File: src/inc/pes_defs.svh
`ifndef PES_DEFS_SVH
`define PES_DEFS_SVH
// exception vector offsets
`define PES_VEC_SOFT_RESET_PIN 20'h00100
`define PES_VEC_MCHECK 20'h00200
`define PES_VEC_EXTINT 20'h00500
`define PES_VEC_W 20
// machine state register layout
`define PES_MSR_W 3
`define PES_MSR_SUP 2
`define PES_MSR_EE 1
`define PES_MSR_RI 0
`define PES_MSR_RST 3'h5
// asynchronous source indices, highest priority first
`define PES_SRC_N 5
`define PES_SRC_RST 0
`define PES_SRC_MC 1
`define PES_SRC_EXT 2
`define PES_SRC_SMI 3
`define PES_SRC_DEC 4
// enable control layout
`define PES_EN_W 5
`define PES_EN_FP 0
`define PES_EN_SMI 1
`define PES_EN_DEC 2
`define PES_EN_PAR 3
`define PES_EN_TEA 4
`define PES_EN_RST 5'h1f
// stored fp exception mode after reset
`define PES_FPM_RST 2'h0
// cause selector codes
`define PES_CAUSE_NONE 2'h0
`define PES_CAUSE_DATA 2'h1
`define PES_CAUSE_FP 2'h2
`endif

File: src/inc/pes_pkg.sv
package pes_pkg;
  typedef enum logic [1:0] {PES_IDLE, PES_DRAIN, PES_HANDLER} pes_state_t;
endpackage

File: src/verilog/pes_sequencer.sv
`timescale 1ns/10ps
`include "pes_defs.svh"
module pes_sequencer
  import pes_pkg::*;
#(
  parameter int ADDR_W = 32,
  parameter int CAUSE_W = 32,
  parameter logic [`PES_VEC_W-1:0] SMI_VECTOR = 20'h01400,
  parameter logic [`PES_VEC_W-1:0] DEC_VECTOR = 20'h00900,
  parameter logic [ADDR_W-1:0] VECTOR_BASE = '0
) (
  input wire logic clk, // processor clock
  input wire logic reset_n, // async reset, active low
  input wire logic softResetPin, // soft reset request
  input wire logic hardResetPin, // hard reset request
  input wire logic machineCheckPin, // machine check request
  input wire logic transferErrorAck, // bus transfer error
  input wire logic dataTransaction, // data bus tenure active
  input wire logic parityError, // address or data parity fault
  input wire logic intRequestPin, // external interrupt level
  input wire logic smiEvent, // system management pulse
  input wire logic decEvent, // decrementer pulse
  input wire logic cmpValid, // instruction in completion stage
  input wire logic cmpExc, // that instruction faults
  input wire logic cmpTrapSc, // fault is trap or system call
  input wire logic [`PES_VEC_W-1:0] cmpVector, // vector of the fault
  input wire logic [1:0] cmpCauseSel, // which cause register
  input wire logic [CAUSE_W-1:0] cmpCause, // specific cause bits
  input wire logic [ADDR_W-1:0] cmpAddr, // its address
  input wire logic [ADDR_W-1:0] cmpNextAddr, // following address
  input wire logic execBusy, // execution units occupied
  input wire logic restartKnown, // fetch restart address valid
  input wire logic [ADDR_W-1:0] restartAddr, // fetch restart address
  input wire logic storeQueueEmpty, // completed store queue drained
  input wire logic rfiStrobe, // handler return
  input wire logic [ADDR_W-1:0] rfiTarget, // handler resume address
  input wire logic msrWrite, // software msr write
  input wire logic [`PES_MSR_W-1:0] msrWrData, // msr write data
  input wire logic enableWrite, // enable control write
  input wire logic [`PES_EN_W-1:0] enableData, // enable write data
  input wire logic fpModeWrite, // fp exception mode write
  input wire logic [1:0] fpModeData, // fp exception mode
  output logic cmpHold, // block completion
  output logic cmpFlush, // kill faulting and younger
  output logic fetchRedirect, // one-cycle redirect pulse
  output logic [ADDR_W-1:0] fetchAddr, // redirect target
  output logic [ADDR_W-1:0] savedRestartAddr, // saved restart address
  output logic [`PES_MSR_W-1:0] savedState, // saved machine state
  output logic [`PES_MSR_W-1:0] machineState, // machine state register
  output logic [CAUSE_W-1:0] dataFaultCause, // data fault cause
  output logic [CAUSE_W-1:0] fpStatusCause, // fp status cause
  output logic [`PES_EN_W-1:0] excEnable, // enable controls
  output logic [1:0] fpMode, // stored fp mode
  output logic excActive // handler in progress
);
  pes_state_t state_ff, nxt_state;
  logic [ADDR_W-1:0] fetchAddr_ff, nxt_fetchAddr;
  logic [ADDR_W-1:0] srr_ff, nxt_srr;
  logic [ADDR_W-1:0] bndAddr_ff, nxt_bndAddr;
  logic [`PES_MSR_W-1:0] ss_ff, nxt_ss, msr_ff, nxt_msr;
  logic [CAUSE_W-1:0] dfc_ff, nxt_dfc, fpc_ff, nxt_fpc;
  logic [`PES_EN_W-1:0] en_ff, nxt_en;
  logic [1:0] fpm_ff, nxt_fpm;
  logic redir_ff, nxt_redir;
  logic bnd_ff, nxt_bnd;
  logic nmLvl_ff, nxt_nmLvl;
  logic smiPend_ff, nxt_smiPend, decPend_ff, nxt_decPend;
  logic rstReq, mcReq, nmReq, nmEdge, extReq, maskPend;
  logic syncTake, asyncTake, takeNow, bndNow, isFp;
  logic [`PES_SRC_N-1:0] srcReq, srcGrant;
  logic srcAny;
  logic [`PES_VEC_W-1:0] takeVec;
  logic [ADDR_W-1:0] takeAddr;

  // nonmaskable sources
  assign rstReq = softResetPin | hardResetPin;
  assign mcReq = (transferErrorAck & dataTransaction & en_ff[`PES_EN_TEA]) | machineCheckPin
    | (parityError & en_ff[`PES_EN_PAR]);
  assign nmReq = rstReq | mcReq;
  assign nmEdge = nmReq & ~nmLvl_ff;
  // maskable sources, and the request vector for all five sources
  assign extReq = intRequestPin & msr_ff[`PES_MSR_EE];
  assign srcReq[`PES_SRC_RST] = rstReq & nmEdge;
  assign srcReq[`PES_SRC_MC] = mcReq & nmEdge;
  assign srcReq[`PES_SRC_EXT] = extReq;
  assign srcReq[`PES_SRC_SMI] = smiPend_ff & msr_ff[`PES_MSR_EE];
  assign srcReq[`PES_SRC_DEC] = decPend_ff & msr_ff[`PES_MSR_EE];
  assign maskPend = |srcReq[`PES_SRC_DEC:`PES_SRC_EXT];

  pes_prio_pick #(
    .N(`PES_SRC_N)
  ) u_pick (
    .req(srcReq),
    .grant(srcGrant),
    .any(srcAny)
  );

  // fp faults gated by enable; mode setting never changes this
  assign isFp = cmpCauseSel == `PES_CAUSE_FP;
  assign syncTake = cmpValid & cmpExc & ~(isFp & ~en_ff[`PES_EN_FP]);
  // boundary for maskable: next instruction completes, or pipe empty
  assign bndNow = (cmpValid & ~cmpExc) | (~cmpValid & ~execBusy & restartKnown);

  // take decision
  always_comb
  begin
    asyncTake = 1'b0;
    takeNow = 1'b0;
    case (state_ff)
      PES_IDLE:
      begin
        takeNow = nmEdge | syncTake;
      end
      PES_DRAIN:
      begin
        asyncTake = maskPend & (bnd_ff | bndNow) & ~syncTake & storeQueueEmpty;
        takeNow = nmEdge | syncTake | asyncTake;
      end
      PES_HANDLER:
      begin
        takeNow = nmEdge;
      end
      default:
      begin
        takeNow = 1'b0;
      end
    endcase
  end

  // vector and saved address of the exception being taken
  always_comb
  begin
    takeVec = cmpVector;
    takeAddr = cmpTrapSc ? cmpNextAddr : cmpAddr;
    if (nmEdge)
    begin
      takeVec = srcGrant[`PES_SRC_RST] ? `PES_VEC_SOFT_RESET_PIN : `PES_VEC_MCHECK;
      takeAddr = cmpValid ? cmpAddr : restartAddr;
    end
    else if (!syncTake)
    begin
      takeVec = srcGrant[`PES_SRC_EXT] ? `PES_VEC_EXTINT :
        (srcGrant[`PES_SRC_SMI] ? SMI_VECTOR : DEC_VECTOR);
      takeAddr = bnd_ff ? bndAddr_ff : (cmpValid ? cmpNextAddr : restartAddr);
    end
  end

  // completion stage control
  assign cmpHold = state_ff == PES_HANDLER | bnd_ff | takeNow;
  assign cmpFlush = takeNow;

  // sequencing state
  always_comb
  begin
    nxt_state = state_ff;
    nxt_bnd = bnd_ff;
    nxt_bndAddr = bndAddr_ff;
    if (takeNow)
    begin
      nxt_state = PES_HANDLER;
      nxt_bnd = 1'b0;
    end
    else
    begin
      case (state_ff)
        PES_IDLE:
        begin
          if (maskPend)
          begin
            nxt_state = PES_DRAIN;
          end
        end
        PES_DRAIN:
        begin
          if (!maskPend)
          begin
            nxt_state = PES_IDLE;
            nxt_bnd = 1'b0;
          end
          else if (!bnd_ff && bndNow)
          begin
            nxt_bnd = 1'b1;
            nxt_bndAddr = cmpValid ? cmpNextAddr : restartAddr;
          end
        end
        PES_HANDLER:
        begin
          if (rfiStrobe)
          begin
            nxt_state = PES_IDLE;
          end
        end
        default:
        begin
          nxt_state = PES_IDLE;
          nxt_bnd = 1'b0;
        end
      endcase
    end
  end

  // fetch redirect and save registers
  always_comb
  begin
    nxt_redir = 1'b0;
    nxt_fetchAddr = fetchAddr_ff;
    nxt_srr = srr_ff;
    nxt_ss = ss_ff;
    nxt_msr = msr_ff;
    if (takeNow)
    begin
      nxt_redir = 1'b1;
      nxt_fetchAddr = VECTOR_BASE | {{(ADDR_W-`PES_VEC_W){1'b0}}, takeVec};
      nxt_srr = takeAddr;
      nxt_ss = msr_ff;
      nxt_msr[`PES_MSR_SUP] = 1'b1;
      nxt_msr[`PES_MSR_EE] = 1'b0;
      // nonmaskable inside a handler loses the saved state
      nxt_msr[`PES_MSR_RI] = nmEdge ? (state_ff != PES_HANDLER) & msr_ff[`PES_MSR_RI]
        : 1'b1;
    end
    else if (state_ff == PES_HANDLER && rfiStrobe)
    begin
      nxt_redir = 1'b1;
      nxt_fetchAddr = rfiTarget;
      nxt_msr = ss_ff;
    end
    else if (msrWrite)
    begin
      nxt_msr = msrWrData;
    end
  end

  // cause registers, enables and pending events
  always_comb
  begin
    nxt_dfc = dfc_ff;
    nxt_fpc = fpc_ff;
    nxt_en = enableWrite ? enableData : en_ff;
    nxt_fpm = fpModeWrite ? fpModeData : fpm_ff;
    nxt_nmLvl = nmReq;
    if (takeNow && !nmEdge && syncTake)
    begin
      if (cmpCauseSel == `PES_CAUSE_DATA)
      begin
        nxt_dfc = cmpCause;
      end
      if (isFp)
      begin
        nxt_fpc = cmpCause;
      end
    end
    // set wins over clear on the same cycle
    nxt_smiPend = (smiPend_ff & ~(asyncTake & srcGrant[`PES_SRC_SMI]))
      | (smiEvent & en_ff[`PES_EN_SMI]);
    nxt_decPend = (decPend_ff & ~(asyncTake & srcGrant[`PES_SRC_DEC]))
      | (decEvent & en_ff[`PES_EN_DEC]);
  end

  // register all state
  always_ff @(posedge clk or negedge reset_n)
  begin
    if (!reset_n)
    begin
      state_ff <= PES_IDLE;
      bnd_ff <= 1'b0;
      bndAddr_ff <= '0;
      redir_ff <= 1'b0;
      fetchAddr_ff <= '0;
      srr_ff <= '0;
      ss_ff <= '0;
      msr_ff <= `PES_MSR_RST;
      dfc_ff <= '0;
      fpc_ff <= '0;
      en_ff <= `PES_EN_RST;
      fpm_ff <= `PES_FPM_RST;
      nmLvl_ff <= 1'b0;
      smiPend_ff <= 1'b0;
      decPend_ff <= 1'b0;
    end
    else
    begin
      state_ff <= nxt_state;
      bnd_ff <= nxt_bnd;
      bndAddr_ff <= nxt_bndAddr;
      redir_ff <= nxt_redir;
      fetchAddr_ff <= nxt_fetchAddr;
      srr_ff <= nxt_srr;
      ss_ff <= nxt_ss;
      msr_ff <= nxt_msr;
      dfc_ff <= nxt_dfc;
      fpc_ff <= nxt_fpc;
      en_ff <= nxt_en;
      fpm_ff <= nxt_fpm;
      nmLvl_ff <= nxt_nmLvl;
      smiPend_ff <= nxt_smiPend;
      decPend_ff <= nxt_decPend;
    end
  end

  // outputs
  assign fetchRedirect = redir_ff;
  assign fetchAddr = fetchAddr_ff;
  assign savedRestartAddr = srr_ff;
  assign savedState = ss_ff;
  assign machineState = msr_ff;
  assign dataFaultCause = dfc_ff;
  assign fpStatusCause = fpc_ff;
  assign excEnable = en_ff;
  assign fpMode = fpm_ff;
  assign excActive = state_ff == PES_HANDLER;

  if (ADDR_W < `PES_VEC_W || CAUSE_W < 1)
  begin : g_chk
    $error("pes_sequencer address must hold a vector offset");
  end
endmodule // pes_sequencer

File: src/verilog/pes_prio_pick.sv
`timescale 1ns/10ps
// fixed priority picker, bit 0 wins
module pes_prio_pick #(
  parameter int N = 5
) (
  input wire logic [N-1:0] req, // requests
  output logic [N-1:0] grant, // one-hot winner
  output logic any // some request present
);
  logic [N:0] blocked;

  // prefix chain of lower-index requests
  assign blocked[0] = 1'b0;
  genvar i;
  generate
    for (i = 0; i < N; i++)
    begin : g_pick
      assign grant[i] = req[i] & ~blocked[i];
      assign blocked[i+1] = blocked[i] | req[i];
    end
  endgenerate
  assign any = blocked[N];

  if (N < 1)
  begin : g_chk
    $error("pes_prio_pick needs at least one request");
  end
endmodule // pes_prio_pick

File: config.mk
export PLATFORM = sky130hd
export DESIGN_NAME = pes_sequencer
export DESIGN_NICKNAME = d
export VERILOG_FILES = /design/src/inc/pes_pkg.sv /design/src/verilog/pes_sequencer.sv /design/src/verilog/pes_prio_pick.sv
export VERILOG_INCLUDE_DIRS = /design/src /design/src/inc
export SDC_FILE = /design/constraint.sdc
export NUM_CORES = 1
export LEC_CHECK = 0
export ABC_CLOCK_PERIOD_IN_PS = 3400
export BUFFER_PORTS_ARGS = -buffer_cell sky130_fd_sc_hd__buf_4
export CORE_MARGIN = 5
export CORE_UTILIZATION = 53
export CTS_CLUSTER_SIZE = 8
export DETAILED_ROUTE_END_ITERATION = 8
export PLACE_DENSITY = 0.95
export SYNTH_ARGS = -nofsm -noshare
export SYNTH_HDL_FRONTEND = slang
export SYNTH_HIERARCHICAL = 1
export SYNTH_SLANG_ARGS = --single-unit
File: constraint.sdc
create_clock -name clk -period 3.4 [get_ports clk]
set_input_delay 0.17 -clock clk [delete_from_list [all_inputs] [get_ports clk]]
set_output_delay 0.17 -clock clk [all_outputs]
set_load 0.02 [all_outputs]
==> run_summary.xml, run 1 <==
<?xml version="1.0" encoding="UTF-8"?>
<metrics>
  <group name="worst_setup_path">
    <metric name="critical_path.n_buffers_inverters" unit="">2</metric>
    <metric name="crit_arrival" unit="ns">2.88</metric>
    <metric name="cp_slowest_stage_delay" unit="ns">0.57</metric>
    <metric name="critical_path_end_type" unit="">primary output</metric>
    <metric name="ff2ff_path_depth" unit="">6</metric>
    <metric name="r2r-start" unit="">excEnable[0]</metric>
    <metric name="crit_path_start_kind" unit="">flip-flop</metric>
    <metric name="cell_by_cell_listing_of_the_critical_path" unit="">nor3b_2, o32ai_1, o211a_2, or2_1, inv_4, or3_1, buf_4</metric>
    <metric name="internal_reg_to_reg_setup_slack" unit="ns">0.72</metric>
    <metric name="critPathTopFamily" unit="">simple AND/OR/NAND/NOR gates</metric>
    <metric name="cpMaxStageDelayCell" unit="">sky130_fd_sc_hd__inv_4</metric>
    <metric name="worstReg2RegEnd" unit="">savedRestartAddr[14]</metric>
    <metric name="required_time_of_the_critical_path" unit="ns">3.23</metric>
    <metric name="worstPathMaxFanout" unit="">51</metric>
    <metric name="critPathKind" unit="">reg -&gt; out</metric>
  </group>
  <group name="cts">
    <metric name="cts-hold-fix-buffers" unit="">48</metric>
    <metric name="h_tree_lvls" unit="">4</metric>
    <metric name="postCtsResizedCells" unit="">0</metric>
    <metric name="cts.clk_slew.worst_paths" unit="ns">0.08</metric>
    <metric name="worstSkewPairLatency" unit="ns">0.43</metric>
    <metric name="clock_sinks" unit="">180</metric>
    <metric name="cts_tree" unit="">done</metric>
    <metric name="root_buffer" unit="">sky130_fd_sc_hd__clkbuf_16</metric>
    <metric name="post_cts_buffers" unit="">0</metric>
    <metric name="cts-root-to-sink-buffers" unit="">2</metric>
    <metric name="cts_buffers" unit="">17</metric>
  </group>
  <group name="timing">
    <metric name="timing.final.max_slew_violations" unit="">0</metric>
    <metric name="finalClockSkew" unit="ns">0.0178</metric>
    <metric name="tightestPinTransition" unit="ns">0.943</metric>
    <metric name="finalHoldViolCount" unit="">1</metric>
    <metric name="finalSetupTns" unit="ns">0</metric>
    <metric name="fin_crit" unit="ns">3.05</metric>
    <metric name="fmax" unit="MHz">327</metric>
    <metric name="rsz0062_at_grt" unit="">no</metric>
    <metric name="timing.max_slew.rel_slack" unit="%">37.1</metric>
    <metric name="report.final.setup_viol" unit="">0</metric>
    <metric name="holdWs" unit="ns">-0.00603</metric>
    <metric name="final.period_utilization" unit="%">89.8</metric>
  </group>
  <group name="floorplan">
    <metric name="design.die.area" unit="sq um">20300</metric>
    <metric name="placementRows" unit="">48</metric>
    <metric name="die-height" unit="um">142</metric>
    <metric name="placeableCoreArea" unit="sq um">17200</metric>
    <metric name="top_level_ports" unit="">358</metric>
    <metric name="dieWidth" unit="um">142</metric>
    <metric name="initial_utilization" unit="%">53.9</metric>
  </group>
  <group name="placed_design">
    <metric name="gpl.final_weighted_congestion" unit="">0.930</metric>
    <metric name="port-buffer-count" unit="">357</metric>
    <metric name="place.detailed.instances" unit="">1313</metric>
    <metric name="dp.final_hpwl" unit="mm">21.8</metric>
    <metric name="dpl_cell_area" unit="sq um">12100</metric>
  </group>
  <group name="pwr">
    <metric name="worst_ir_drop_vdd" unit="mV">0.592</metric>
    <metric name="leakage" unit="nW">6.29</metric>
    <metric name="power_density" unit="nW/um^2">766</metric>
    <metric name="report.power.total" unit="mW">10.1</metric>
  </group>
  <group name="routing">
    <metric name="detail_route.first_pass.iterations" unit="">5</metric>
    <metric name="final_antenna_net_count" unit="">0</metric>
    <metric name="route.vias.total" unit="">8308</metric>
    <metric name="routed_wire_length_per_instance" unit="um">23.8</metric>
    <metric name="first_iter_violations" unit="">485</metric>
    <metric name="detail_route.wirelength" unit="mm">33.2</metric>
    <metric name="drc_errors" unit="">0</metric>
    <metric name="via_per_inst" unit="">5.96</metric>
  </group>
  <group name="global_route">
    <metric name="grt_pass1_vias" unit="">8838</metric>
    <metric name="grt_overflow_total" unit="">0</metric>
    <metric name="grt_usage" unit="%">31.6</metric>
    <metric name="initial_antenna_violation_count" unit="">1</metric>
    <metric name="maximum_number_of_pins_on_one_net_before_global_route_repair" unit="">94</metric>
    <metric name="grt_pass1_wl" unit="mm">50.1</metric>
  </group>
  <group name="job">
    <metric name="cap_violations" unit="">0</metric>
  </group>
  <group name="run_status">
    <metric name="violations" unit="">hold timing</metric>
    <metric name="run_status" unit="">finished, violations left</metric>
  </group>
  <group name="synthesis">
    <metric name="synth_nets" unit="">989</metric>
    <metric name="synthesis.area_per_instance" unit="sq um">12.0</metric>
    <metric name="synth_area" unit="sq um">9280</metric>
    <metric name="synth_warnings" unit="">6</metric>
    <metric name="post_synth_inst_count" unit="">776</metric>
  </group>
  <group name="layout">
    <metric name="layout.nets" unit="">1369</metric>
    <metric name="stdcell_count" unit="">1395</metric>
    <metric name="post_route_cells_drive_above_1_share" unit="%">47.8</metric>
    <metric name="area_growth" unit="%">41.9</metric>
    <metric name="final_common_cell" unit="">sky130_fd_sc_hd__buf_4</metric>
    <metric name="fin_area" unit="sq um">13200</metric>
    <metric name="layout.cells.most_common_list" unit="">sky130_fd_sc_hd__buf_4 (367), sky130_fd_sc_hd__dfrtp_1 (172), sky130_fd_sc_hd__mux2_2 (139), sky130_fd_sc_hd__mux2i_1 (103), sky130_fd_sc_hd__dlygate4sd3_1 (49)</metric>
  </group>
  <group name="hold_path">
    <metric name="worst_hold_startpoint" unit="">rfiTarget[25]</metric>
    <metric name="worstHoldPathType" unit="">in -&gt; reg</metric>
    <metric name="worst_hold_path.num_cells" unit="">3</metric>
    <metric name="whs_endpoint" unit="">fetchAddr[25]</metric>
  </group>
</metrics>
-- through the flow --
stage,utilization (%),setup WS (ns)
final,76.4,0.345
after global routing,76.4,0.187
after CTS,76.4,0.295
after detailed placement,70.1,0.736
after global placement,70.1,0.833
after floorplan,-,1.20
-- routing by layer --
layer  track usage (%)  share of wire [%]  routed length, um  vias up
met5                 0                  0                  0        -
met4              14.1                5.0               1650        0
met3              9.61                 10               3320      133
met2              52.6                 49              16400      535
met1              38.0                 36              11800     4046
li1                  -                  -                  -     3594
-- flip-flops by register name (all words and copies together), names as in the netlist, 2 cells and up --
| signal | flops |
|---|---|
| bndAddr_ff | 32 |
| dataFaultCause | 32 |
| excEnable | 5 |
| fetchAddr | 32 |
| fpMode | 2 |
| fpStatusCause | 32 |
| machineState | 3 |
| savedRestartAddr | 32 |
| savedState | 3 |
| state_ff | 2 |
-- power breakdown --
group,internal [mW],total (mW),switching [mW]
Combinational,2.05,4.37,2.32
Clock,1.05,2.01,0.963
Sequential,3.06,3.71,0.647
Total,6.16,10.1,3.93
-- layout make-up --
cell class              count  area [sq um]
diodes                      1          2.50
clock buffers              17           425
clock inverters            15           165
fillers                  1031          4060
inverters                   2          10.0
multi-input cells         537          4500
flip-flops and latches    180          4510
well taps                 225           282
repair buffers            418          3280
-- worst max-delay path by stage --
stage                       startpoint                    to  slack, ns  cells after the start
after floorplan           excEnable[0]   savedRestartAddr[0]       1.20                      8
after global placement    excEnable[0]         savedState[0]       0.83                      6
after detailed placement  excEnable[0]  savedRestartAddr[14]       0.74                      6
after CTS                 excEnable[0]               cmpHold       0.30                      7
after global routing      excEnable[0]               cmpHold       0.19                      7
final                     excEnable[0]               cmpHold       0.35                      7
-- worst reg2reg max path, stage by stage (launching register included) --
cell and delay, ns:
sky130_fd_sc_hd__dfstp_2 0.40, sky130_fd_sc_hd__nor3b_2 0.35, sky130_fd_sc_hd__o32ai_1 0.16, sky130_fd_sc_hd__o211a_2 0.28
sky130_fd_sc_hd__or2_1 0.34, sky130_fd_sc_hd__inv_4 0.57, sky130_fd_sc_hd__mux2_1 0.44
Power figures use the tool's default switching activity.
==> run 2, diff against run 1 <==
BUFFER_PORTS_ARGS = not set   (was -buffer_cell sky130_fd_sc_hd__buf_4)
CORE_AREA = 5 5 135 137   (was not set)
CORE_MARGIN = not set   (was 5)
CORE_UTILIZATION = not set   (was 53)
DIE_AREA = 0 0 140 142   (was not set)
DONT_BUFFER_PORTS = 1   (was not set)
PLACE_DENSITY = 0.8   (was 0.95)
==> run 2 against run 1 <==
The flow still finishes with violations (hold timing). Non-clock buffer count fell by 313. Utilization fell by 12 points. Combinational power fell by 56%. Clock power barely moved. Worst hold slack got worse by 0.56 ns. Global-route usage fell by 5.2 points. Sequential share of layout area rose by 6.9 points. Power fell by 14%. Sequential cell count did not move. Register-to-register slack got worse by 0.33 ns. Largest cell class unchanged.
==> run_summary.xml, run 2 (same netlist as run 1, synthesis figures left out) <==
<?xml version="1.0" encoding="UTF-8"?>
<metrics>
  <group name="layout">
    <metric name="post_route_cells_drive_above_1_share" unit="%">23.5</metric>
    <metric name="layout.nets" unit="">1056</metric>
    <metric name="antenna_cells_inserted" unit="">0</metric>
    <metric name="fin_area" unit="sq um">11000</metric>
    <metric name="final_common_cell" unit="">sky130_fd_sc_hd__dfrtp_1</metric>
    <metric name="fillCellCount" unit="">1195</metric>
    <metric name="seq_area" unit="sq um">4510</metric>
    <metric name="area_growth" unit="%">18.1</metric>
    <metric name="stdcell_count" unit="">1081</metric>
    <metric name="final_util" unit="%">64.7</metric>
    <metric name="layout.cells.most_common_list" unit="">sky130_fd_sc_hd__dfrtp_1 (172), sky130_fd_sc_hd__mux2_2 (139), sky130_fd_sc_hd__mux2i_1 (103), sky130_fd_sc_hd__dlygate4sd3_1 (94)</metric>
    <metric name="multiInputGateArea" unit="sq um">4500</metric>
  </group>
  <group name="pwr">
    <metric name="internal-power" unit="mW">5.27</metric>
    <metric name="power.share.switching" unit="%">39.4</metric>
    <metric name="power_density" unit="nW/um^2">792</metric>
    <metric name="pwr-share-seq" unit="%">54.2</metric>
    <metric name="power.share.combinational" unit="%">22.3</metric>
    <metric name="switchingPower" unit="mW">3.42</metric>
    <metric name="power_frac_clock" unit="%">23.4</metric>
    <metric name="report.power.total" unit="mW">8.69</metric>
    <metric name="leakage" unit="nW">4.75</metric>
    <metric name="worst_ir_drop_vdd" unit="mV">0.457</metric>
  </group>
  <group name="timing">
    <metric name="fmax" unit="MHz">332</metric>
    <metric name="finalClockSkew" unit="ns">0.0172</metric>
    <metric name="rsz0062_at_grt" unit="">no</metric>
    <metric name="finalSetupTns" unit="ns">0</metric>
    <metric name="finalWorstSetupSlack" unit="ns">0.391</metric>
    <metric name="report.final.setup_viol" unit="">0</metric>
    <metric name="timing.max_slew.rel_slack" unit="%">48.6</metric>
    <metric name="finalHoldViolCount" unit="">180</metric>
    <metric name="fin_crit" unit="ns">3.01</metric>
    <metric name="timing.final.max_slew_violations" unit="">0</metric>
    <metric name="holdWs" unit="ns">-0.566</metric>
    <metric name="final.period_utilization" unit="%">88.5</metric>
    <metric name="tightestPinTransition" unit="ns">0.770</metric>
  </group>
  <group name="cts">
    <metric name="h_tree_lvls" unit="">4</metric>
    <metric name="cts_tree" unit="">done</metric>
    <metric name="cts.clk_slew.worst_paths" unit="ns">0.08</metric>
    <metric name="clock_sinks" unit="">180</metric>
    <metric name="post_cts_buffers" unit="">0</metric>
    <metric name="cts-hold-fix-buffers" unit="">94</metric>
    <metric name="cts_buffers" unit="">17</metric>
    <metric name="postCtsResizedCells" unit="">0</metric>
    <metric name="cts-root-to-sink-buffers" unit="">2</metric>
    <metric name="worstSkewPairLatency" unit="ns">0.43</metric>
    <metric name="root_buffer" unit="">sky130_fd_sc_hd__clkbuf_16</metric>
  </group>
  <group name="routing">
    <metric name="first_iter_violations" unit="">350</metric>
    <metric name="met3_wirelength" unit="mm">3.04</metric>
    <metric name="top_signal_layer_used" unit="">met4</metric>
    <metric name="via_per_inst" unit="">6.36</metric>
    <metric name="routedLengthMet1" unit="mm">9.49</metric>
    <metric name="drc_errors" unit="">0</metric>
    <metric name="route.met2.wl" unit="mm">12.8</metric>
    <metric name="final_antenna_net_count" unit="">0</metric>
    <metric name="routed_wire_length_per_instance" unit="um">24.7</metric>
    <metric name="route.vias.total" unit="">6874</metric>
    <metric name="detail_route.wirelength" unit="mm">26.7</metric>
    <metric name="detail_route.first_pass.iterations" unit="">5</metric>
  </group>
  <group name="global_route">
    <metric name="grt_pass1_vias" unit="">7513</metric>
    <metric name="grt_overflow_total" unit="">0</metric>
    <metric name="initial_antenna_violation_count" unit="">0</metric>
    <metric name="grt_pass1_wl" unit="mm">41.7</metric>
    <metric name="maximum_number_of_pins_on_one_net_before_global_route_repair" unit="">181</metric>
    <metric name="grt_usage" unit="%">26.4</metric>
  </group>
  <group name="hold_path">
    <metric name="worstHoldPathType" unit="">in -&gt; async</metric>
  </group>
  <group name="worst_setup_path">
    <metric name="crit_path_start_kind" unit="">flip-flop</metric>
    <metric name="required_time_of_the_critical_path" unit="ns">3.77</metric>
    <metric name="worstReg2RegEnd" unit="">fetchAddr[19]</metric>
    <metric name="internal_reg_to_reg_setup_slack" unit="ns">0.39</metric>
    <metric name="critPathKind" unit="">reg -&gt; reg</metric>
    <metric name="worstPathMaxFanout" unit="">23</metric>
    <metric name="critical_path_end_type" unit="">flip-flop</metric>
    <metric name="r2r-start" unit="">excEnable[4]</metric>
    <metric name="ff2ff_path_depth" unit="">7</metric>
    <metric name="crit_arrival" unit="ns">3.38</metric>
  </group>
  <group name="floorplan">
    <metric name="top_level_ports" unit="">358</metric>
    <metric name="die-height" unit="um">142</metric>
    <metric name="design.die.area" unit="sq um">19900</metric>
    <metric name="placeableCoreArea" unit="sq um">16900</metric>
    <metric name="dieWidth" unit="um">140</metric>
    <metric name="placementRows" unit="">48</metric>
    <metric name="initial_utilization" unit="%">54.8</metric>
  </group>
  <group name="run_status">
    <metric name="violations" unit="">hold timing</metric>
    <metric name="run_status" unit="">finished, violations left</metric>
  </group>
  <group name="job">
    <metric name="cap_violations" unit="">0</metric>
  </group>
  <group name="placed_design">
    <metric name="gpl.final_weighted_congestion" unit="">0.961</metric>
    <metric name="dpl_cell_area" unit="sq um">9400</metric>
    <metric name="dp.final_hpwl" unit="mm">17.8</metric>
    <metric name="detailedPlace.worstSlack" unit="ns">0.760</metric>
    <metric name="port-buffer-count" unit="">0</metric>
    <metric name="place.detailed.instances" unit="">955</metric>
  </group>
</metrics>
## run 2: worst max-delay path by stage
| stage | from | end | slack, ns | cells past startpoint |
|---|---|---|---|---|
| finish | excEnable[4] | fetchAddr[19] | 0.39 | 7 |
| global route | excEnable[4] | fetchAddr[15] | 0.28 | 7 |
| CTS | excEnable[4] | fetchAddr[0] | 0.53 | 7 |
| detailed placement | excEnable[4] | savedRestartAddr[11] | 0.76 | 7 |
| global placement | excEnable[4] | savedState[2] | 0.81 | 7 |
| floorplan | excEnable[0] | savedRestartAddr[0] | 1.20 | 8 |
## run 2: power by group through the flow
stage          clock, mW  sequential, mW  combinational [mW]
2_1_floorplan          0            4.40                1.48
3_5_place_dp           0            4.71                1.70
3_3_place_gp           0            4.68                1.59
5_1_grt             2.17            4.81                2.12
6_report            2.04            4.71                1.94
4_1_cts             2.07            4.69                1.89
## run 2: final cells by class
type                       count  share of cell area (%)
sequential                   180                    41.2
multi-input combinational    537                    41.0
timing repair buffer         105                    9.45
clock buffer                  18                    4.01
tap                          225                    2.57
clock inverter                14                    1.71
inverter                       2                  0.0913
## run 2: worst max-delay path, stage by stage (launching register included)
cell and delay [ns]:
sky130_fd_sc_hd__dfstp_2 0.63, sky130_fd_sc_hd__nand3_1 0.22, sky130_fd_sc_hd__a31o_2 0.30, sky130_fd_sc_hd__o211a_2 0.12
sky130_fd_sc_hd__buf_4 0.22, sky130_fd_sc_hd__o21ai_2 0.61, sky130_fd_sc_hd__a2bb2oi_1 0.26, sky130_fd_sc_hd__dlygate4sd3_1 0.59
## run 2: routing by layer
| layer | GRT usage (%) | up-vias |
|---|---|---|
| met5 | 0 | - |
| met4 | 12.2 | 0 |
| met3 | 11.5 | 114 |
| met2 | 43.7 | 432 |
| met1 | 29.7 | 3361 |
| li1 | - | 2967 |
